`src/verilog/adc_out_consts.vh`:
```
// constants for the converter parallel output and reset block
// Functional notes
// [RL1] low select enables internal reference generators
// [RL2] results are 18-bit two's complement words
// [RL3] normal codes clip at 200A8h and 1FF57h
// [RL4] step transients clip 1FFFFh/20000h, flag set
// [RL5] zero gives 00000h, steps 00001h/3FFFFh
// [RL6] over-range flag rises at data-ready fall
// [RL7] flag clears at data-ready fall when back
// [RL8] data-ready falling edge marks new result
// [RL9] bus driven only when select and read low
// [RL10] buffered mode: host must toggle read strobe
// [RL11] unbuffered reset clears logic, bus low, ready high
// [RL12] data-ready low second rising edge after release
// [RL13] host discards 46 periods after unbuffered reset
// [RL14] common reset edge gives lockstep devices
// [RL15] buffered reset completes with a read toggle
// [RL16] buffered settling is fixed clock count
// [RL17] host waits per-depth settling periods
// [RL18] clock must run continuously
// [RL19] depth twice select; period 32 times depth
// [RL20] full buffer pulses ready; oldest read first
`ifndef ADC_OUT_CONSTS_VH
`define ADC_OUT_CONSTS_VH
`define DATA_W 18
`define CODE_NORM_MAX 18'h1_FF57
`define CODE_NORM_MIN 18'h2_00A8
`define CODE_STEP_MAX 18'h1_FFFF
`define CODE_STEP_MIN 18'h2_0000
`define BASE_PERIOD 10'h020
`define SETTLE_CLKS 6'h2E
`define SKIP_PERIOD 10'h200
`endif

```
`src/verilog/adc_parallel_output_reset.v`:
```
// converter digital output: coding, over-range, data-ready, bus, buffer, reset
`timescale 1ns/10ps
`include "adc_out_consts.vh"
module adc_parallel_output_reset #(
  parameter DEPTH_MAX = 14
) (
  input wire CLK, // converter clock, 50 MHz
  input wire RST_N, // synchronous reset, active low
  input wire [`DATA_W-1:0] SAMPLE_IN, // raw filter result, same clock
  input wire SAMPLE_VALID, // one-cycle pulse per filter result
  input wire STEP_TRANSIENT, // filter reports large step
  input wire REFERENCE_SOURCE_SELECT_N, // pin: low selects internal reference
  input wire [2:0] BUFFER_DEPTH_SELECT, // pin: buffer depth select
  input wire CS_N, // pin: chip select
  input wire RD_N, // pin: read strobe
  output reg INT_REF_ENABLE, // internal reference generators on
  output reg [`DATA_W-1:0] DOUT_O, // output bus value
  output reg DOUT_OE, // output bus enable
  output reg DATA_READY_N, // data ready, active low
  output reg OVER_RANGE_FLAG, // out-of-range flag
  output reg SETTLED // filter settling elapsed (buffered); first result seen (unbuffered)
);
  localparam ST_RESET = 3'b001;
  localparam ST_WAIT_RD = 3'b010;
  localparam ST_RUN = 3'b100;

  // code limiting and over-range detection
  function [`DATA_W:0] limit_code;
    input [`DATA_W-1:0] raw;
    input step;
    reg signed [`DATA_W-1:0] s;
    begin
      s = raw;
      limit_code = {1'b0, raw};
      if (step && !s[`DATA_W-1])
        limit_code = {1'b1, `CODE_STEP_MAX};
      else if (step)
        limit_code = {1'b1, `CODE_STEP_MIN};
      else if (s > $signed(`CODE_NORM_MAX))
        limit_code = {1'b0, `CODE_NORM_MAX};
      else if (s < $signed(`CODE_NORM_MIN))
        limit_code = {1'b0, `CODE_NORM_MIN};
    end
  endfunction

  reg ref_s1_r, ref_s2_r, cs_s1_r, cs_s2_r, rd_s1_r, rd_s2_r, rd_d_r;
  reg [2:0] dep_s1_r, dep_s2_r;
  reg [2:0] state_r;
  reg [`DATA_W-1:0] mem_r [0:DEPTH_MAX-1];
  reg [3:0] wr_cnt_r, rd_idx_r;
  reg [9:0] per_cnt_r;
  reg [`DATA_W-1:0] word_r;
  reg otr_pend_r;
  reg [5:0] settle_r;
  reg [1:0] rel_r;
  wire [`DATA_W:0] lim = limit_code(SAMPLE_IN, STEP_TRANSIENT);
  wire buffered = (dep_s2_r != 3'b000);
  wire [3:0] depth = {dep_s2_r, 1'b0};
  wire [9:0] period = buffered ? `BASE_PERIOD * {7'd0, dep_s2_r} * 10'd2 : `BASE_PERIOD;
  wire rd_fall = rd_d_r && !rd_s2_r;
  integer i;

  // pin synchronisers
  always @(posedge CLK)
  begin
    ref_s1_r <= REFERENCE_SOURCE_SELECT_N;
    ref_s2_r <= ref_s1_r;
    cs_s1_r <= CS_N;
    cs_s2_r <= cs_s1_r;
    rd_s1_r <= RD_N;
    rd_s2_r <= rd_s1_r;
    rd_d_r <= rd_s2_r;
    dep_s1_r <= BUFFER_DEPTH_SELECT;
    dep_s2_r <= dep_s1_r;
  end

  // main sequencer
  always @(posedge CLK)
  begin
    // [RL1] reference enable
    INT_REF_ENABLE <= !ref_s2_r;
    if (!RST_N)
    begin
      // [RL11] reset clears outputs and sets ready high; INT_REF_ENABLE keeps following the pin
      // [RL14] common reset edge aligns devices
      state_r <= ST_RESET;
      DOUT_O <= 18'h0_0000;
      DOUT_OE <= 1'b0;
      DATA_READY_N <= 1'b1;
      OVER_RANGE_FLAG <= 1'b0;
      SETTLED <= 1'b0;
      wr_cnt_r <= 4'h0;
      rd_idx_r <= 4'h0;
      per_cnt_r <= 10'h000;
      word_r <= 18'h0_0000;
      otr_pend_r <= 1'b0;
      settle_r <= 6'h00;
      rel_r <= 2'b00;
      for (i = 0; i < DEPTH_MAX; i = i + 1)
        mem_r[i] <= 18'h0_0000;
    end
    else
    begin
      // [RL9] bus enable gating
      DOUT_OE <= !cs_s2_r && !rd_s2_r && (state_r == ST_RUN);
      case (state_r)
        ST_RESET:
        begin
          // [RL12] ready low second edge
          rel_r <= rel_r + 2'b01;
          if (rel_r == 2'b01)
          begin
            DATA_READY_N <= 1'b0;
            // [RL15] buffered waits for read
            state_r <= buffered ? ST_WAIT_RD : ST_RUN;
          end
        end
        ST_WAIT_RD:
        begin
          if (rd_fall)
            state_r <= ST_RUN;
        end
        ST_RUN:
        begin
          // [RL16] fixed clock settling
          if (settle_r != `SETTLE_CLKS)
            settle_r <= settle_r + 6'h01;
          else if (buffered)
            SETTLED <= 1'b1;
          if (SAMPLE_VALID)
          begin
            // [RL2] [RL3] [RL4] [RL5] limited code
            if (!buffered)
            begin
              word_r <= lim[`DATA_W-1:0];
              otr_pend_r <= lim[`DATA_W];
              // [RL8] ready falls with new result
              DATA_READY_N <= 1'b0;
              // [RL6] [RL7] flag at ready fall
              OVER_RANGE_FLAG <= lim[`DATA_W];
              DOUT_O <= lim[`DATA_W-1:0];
              SETTLED <= 1'b1;
            end
            else if (wr_cnt_r < depth)
            begin
              mem_r[wr_cnt_r] <= lim[`DATA_W-1:0];
              wr_cnt_r <= wr_cnt_r + 4'h1;
              if (lim[`DATA_W])
                otr_pend_r <= 1'b1;
            end
          end
          else if (!buffered)
            DATA_READY_N <= 1'b1;
          // [RL19] period counter
          if (buffered)
          begin
            per_cnt_r <= per_cnt_r + 10'h001;
            // [RL20] full buffer pulses ready
            if (wr_cnt_r == depth && rd_idx_r == 4'h0 && per_cnt_r >= period - 10'h001)
            begin
              DATA_READY_N <= 1'b1;
              per_cnt_r <= 10'h000;
            end
            else if (!DATA_READY_N || per_cnt_r >= `SKIP_PERIOD)
            begin
              if (per_cnt_r >= `SKIP_PERIOD)
                per_cnt_r <= 10'h000;
            end
            else
            begin
              DATA_READY_N <= 1'b0;
              OVER_RANGE_FLAG <= otr_pend_r;
              // a new over-range word in the same cycle wins over the clear
              otr_pend_r <= SAMPLE_VALID && (wr_cnt_r < depth) && lim[`DATA_W];
            end
            // [RL20] oldest word first per read fall
            if (rd_fall && wr_cnt_r == depth)
            begin
              DOUT_O <= mem_r[rd_idx_r];
              if (rd_idx_r == depth - 4'h1)
              begin
                rd_idx_r <= 4'h0;
                wr_cnt_r <= 4'h0;
              end
              else
                rd_idx_r <= rd_idx_r + 4'h1;
            end
          end
        end
        default:
          state_r <= ST_RESET;
      endcase
    end
  end
endmodule

```
`config.mk`:
```
export PLATFORM = sky130hd
export DESIGN_NAME = adc_parallel_output_reset
export DESIGN_NICKNAME = d
export VERILOG_FILES = /design/src/verilog/adc_parallel_output_reset.v
export VERILOG_INCLUDE_DIRS = /design/src /design/src/verilog
export SDC_FILE = /design/constraint.sdc
export NUM_CORES = 1
export LEC_CHECK = 0
export BUFFER_PORTS_ARGS = -buffer_cell sky130_fd_sc_hd__clkbuf_2
export CAP_MARGIN = 40
export CORE_MARGIN = 5
export CORE_UTILIZATION = 55
export CTS_BUF_LIST = sky130_fd_sc_hd__clkbuf_16
export CTS_CLUSTER_SIZE = 8
export DETAILED_ROUTE_END_ITERATION = 7
export PLACE_DENSITY_LB_ADDON = 0.15
export SLEW_MARGIN = 20
export SYNTH_ARGS = -nofsm -noshare
export SYNTH_HDL_FRONTEND = slang
export SYNTH_SLANG_ARGS = --single-unit
```
`constraint.sdc`:
```
create_clock -name CLK -period 5 [get_ports CLK]
set_clock_uncertainty 0.1 [all_clocks]
set_input_delay 0.25 -clock CLK [delete_from_list [all_inputs] [get_ports CLK]]
set_output_delay 0.25 -clock CLK [all_outputs]
set_load 0.005 [all_outputs]
```
### After elaboration in Yosys (flattened, before gate mapping)

Memory sizes are Yosys's and may differ from the RTL's. A register that Yosys moved wholly into a read port is not among the register bits.
Index checks and enable logic that the tools add are counted.

* reduce and logical (&&, ||, !) cells: 24
* bitwise operators: 1
* add/sub/neg operators: 7
* eq/ne operators: 9
* $lt $le $gt $ge: 5
* mux-type cells: 59

Operators with widths (count)
* $mux W18: 7
* $mux W4: 10
* $mux W19: 2
* $mux W1: 31
* $mux W10: 3
* $gt A18 B18 Y1 const B: 1
* $lt A18 B18 Y1 const B: 1
* $reduce_or A18 Y1: 1
* $add A10 B1 Y10 const B: 1
* $ge A10 B10 Y1: 1
* $ge A10 B10 Y1 const B: 1
* $sub A9 B1 Y10 const B: 1
* $logic_and A1 B1 Y1: 9
* $mux W3: 3
* $mux W9: 1
* $pmux W3 S3: 1
* $add A4 B1 Y4 const B: 2
* $eq A4 B4 Y1: 2
* $add A6 B1 Y6 const B: 1
* $ne A6 B6 Y1 const B: 1
* $reduce_and A2 Y1: 3
* $reduce_and A3 Y1: 2
* $logic_not A1 Y1: 5
* $logic_not A4 Y1: 1
* 13 further kinds: 14

* memory bits (writable): 252
* memories: 1
* bits in registers: 66
* input port bits: 28
* output and inout port bits: 23
* word-level logic and storage cells: 128

Memories
* mem_r: words 14, bits a word 18, read ports 1, clocked after memory_dff 1, wr ports 14, RTL line adc_parallel_output_reset.v:49 `` reg [`DATA_W-1:0] mem_r [0:DEPTH_MAX-1]; ``

### Depth between registers and ports, before layout

* word-level depth: 12
* gate-level depth with buffers: 11
* mapped depth without buffers: 11

### Least setup slack after synthesis

Ideal clock, no wire load.

* path type: reg2reg
* start point: register dep_s2_r[0]
* end point: memory mem_r[2][0] (netlist name), enable pin
* stages on the path, launching flop included: 11
* period minus slack after synthesis: 3.022 ns
* path buffers: 3
* setup slack: 1.978 ns
* library setup time: 0.375 ns
* data required time: 4.525 ns
* arrival: 2.548 ns
* cell sequence: dfxtp_1 > inv_1 > ha_1 > nand2b_1 > buf_2 > nand2_4 > nor4_4 > buf_8 > nand3_4 > buf_6 > nand2_1

RTL lines
* start: declaration: RTL line adc_parallel_output_reset.v:47 `reg [2:0] dep_s1_r, dep_s2_r;`
* start signal: assignment: RTL line adc_parallel_output_reset.v:74 `dep_s2_r <= dep_s1_r;`
* end: declaration: RTL line adc_parallel_output_reset.v:49

==> impl_metrics.toml <==
[synth]
synth_nets = 1219
postSynthCellCount = 1169
syn_area_per_cell_um2 = 13.56
synth-edff-count = 288
yosys.area.top_type = "edfxtp_1"
ys_warn_count = 0
synth-async-reset-ratio = 0
ys_top_cells_by_count = "299 x nor2_1, 288 x edfxtp_1, 80 x mux4_2, 70 x dfxtp_1, 45 x nand2_1"
synth_most_common_cell = "nor2_1"
seq_area_frac_synth = 0.6340
synth_seq_cells = 358
yosys-top-cells-area = "edfxtp_1 55%, mux4_2 11%, dfxtp_1 8.8%, nor2_1 7.1%, ha_1 1.7%"
netlist_area_um2 = 15850
synth_ff_type = "edfxtp_1"
yosysUniqueCellTypes = 61
synth.top_cell.area_share = 0.5456

[clock_network]
cts-root-buf = "clkbuf_16"
cts_tree = "built"
clockBufferDepth = 3
insertion_delay_ns = 0.54
cts_num_sinks = 358
cts_buffers = 50
cts_resized = 0
clk_pin_slew_ns = 0.05
htree_levels = 2

[route]
viasPerCell = 6.171
drt_iter0_markers = 1160
drtAntennaViolNets = 0
num_vias = 10200
wl_per_cell_um = 26.35
drtPass1Iterations = 8
drc = 1
wl_um = 43560

[placement]
numPortBuffers = 50
gp_congestion = 0.8490
dp_hpwl_um = 29220
dpl_worst_slack_ns = 1.087

[worst_setup_path]
r2r_end = "mem_r[7][9]"
reg2reg_depth = 8
critPathLaunchType = "flip-flop"
crit_arrival_ns = 4.05
worstReg2RegStart = "dep_s2_r[0]"
crit_slowest_cell = "nand2_1"
cp_data_required_time_ns = 5.06
crit_start = "dep_s2_r[0]"
endpoint_kind = "flip-flop"
critical_path_class = "flip-flop to flip-flop"
max_stage_delay_ns = 0.77
crit_chain = "inv_1 > ha_1 > nand2b_1 > nand2_4 > nor4_4 > buf_4 > nand3_2 > nand2_1"
r2r_slack_ns = 1.02
worstSetupEndpoint = "mem_r[7][9]"
worst-path-max-fanout = 19

[global_routing]
antenna_found_initial = 0
grt-ovfl-total = 0
grt_usage = 0.2653
grt_pass1_vias = 9999
grt_max_degree = 43
grt_pass1_wl_um = 64500

[finish]
layout-drive-gt1-share = 0.2120
nNetsFinal = 1295
diodes = 0
areaGrowthSynthToFinish_pct = 14.86

[sta]
tightest_slew_ns = 0.8670
whs_ns = 0.1078
fin_crit_sh = 0.7962
worst_slack_ns = 1.019
rsz0062_at_grt = "no"
fin_crit_ns = 3.981
finalSetupTns_ns = 0
maxSlewViolCount = 0
max_freq_ghz = 0.2512
finalSetupViolCount = 0
hold_viol_final = 0
max_slew_margin = 0.4206

[pwr]
peakVddDrop_v = 0.0003191
power_w = 0.006807
leakage_nw = 6.563
p_per_area_nw_per_um2 = 373.9

[status]
status = "complete, but fails checks"
violations = "design-rule violations"

[floorplan]
ioPinCount = 51
dieArea_um2 = 32320
rows = 62
die_x_um = 179.8
core_area_um2 = 28550
die_h_um = 179.8
start_util = 0.5553

[flow_run]
max-cap-violations = 0

[worst_hold_path]
hold_class = "input pin to flip-flop"
[per-layer routing]
layer | global-route usage | part of all wire | vias up
li1 | - | - | 4452
met1 | 0.3731 | 0.40 | 5089
met2 | 0.4156 | 0.46 | 575
met3 | 0.06952 | 0.10 | 84
met4 | 0.07498 | 0.031 | 0
met5 | 0 | 0 | -
[cell usage in the layout, fill, tap and decap left out, types with 13 or more instances in the layout]
cell type	Yosys	final
mux2i_1	25	25
xor2_1	14	14
nor3_1	13	13
o21ai_0	14	13
a211oi_1	14	14
edfxtp_1	288	288
ha_1	22	22
clkbuf_16	0	51
clkbuf_2	0	50
nor2_1	299	299
mux4_2	80	80
nor2b_1	18	18
inv_1	37	61
a21oi_1	20	15
nand2_1	45	45
buf_4	0	20
dfxtp_1	70	66
[worst min-delay path by stage]
stage / from / end / slack, ns / cells past startpoint
finish: STEP_TRANSIENT / OVER_RANGE_FLAG / 0.11 / 3
global route: STEP_TRANSIENT / OVER_RANGE_FLAG / 0.12 / 3
global placement: rd_s1_r / rd_s2_r / 0.21 / 0
detailed placement: rd_s1_r / rd_s2_r / 0.21 / 0
CTS: STEP_TRANSIENT / OVER_RANGE_FLAG / 0.09 / 3
floorplan: CS_N / cs_s1_r / 0.18 / 0
[where the power goes]
part | internal, W | total (W) | switching (W)
sequential | 0.00333 | 0.00340 | 0.0000633
clock | 0.00180 | 0.00299 | 0.00120
combinational | 0.000136 | 0.000416 | 0.000280
total | 0.00527 | 0.00681 | 0.00154
[what timing repair did]
action / CTS / global route
setup buffers: 0 / 0
hold buffers: 6 / 0
endpoints found under the hold margin: 6 / 0
endpoints found under the setup margin: 0 / 0
[logic make-up after synthesis]
logic type      count (synthesis)  synth area share
compound gates                101           0.04176
xor+xnor                       23           0.01271
buf+inv                       113           0.03299
fa+ha+maj                      22           0.01736
mux                           105            0.1294
simple gates                  447            0.1317
flops                         358            0.6340
[sequential cells by signal (all words and copies together), names as in the netlist, 2 cells and up, named ones only]
name,count
mem_r,288
DOUT_O,18
per_cnt_r,10
settle_r,6
rd_idx_r,4
wr_cnt_r,4
dep_s1_r,3
dep_s2_r,3
state_r,3
rel_r,2
[layout make-up]
type | count | area [µm²]
Clock buffer | 51 | 1276
Clock inverter | 25 | 98.84
Fill cell | 2136 | 10340
Inverter | 38 | 142.6
Multi-Input combinational cell | 698 | 5343
Sequential cell | 358 | 10060
Tap cell | 384 | 480.5
Timing Repair Buffer | 99 | 805.8
[critical path: cells and delay by family, from the launching register on]
family | cells | cell delay [ns]
flops | 1 | 0.43
buf+inv | 2 | 0.43
fa+ha+maj | 1 | 0.25
simple gates | 5 | 2.38
[per-stage QoR]
step,utilization,cells,instance area (µm²)
floorplan,-,1169,15850
global placement,0.5749,1547,16410
detailed placement,0.5859,1568,16730
CTS,0.6362,1650,18160
global route,0.6378,1653,18210
finish,0.6378,1653,18210
Power figures use the tool's default switching activity.
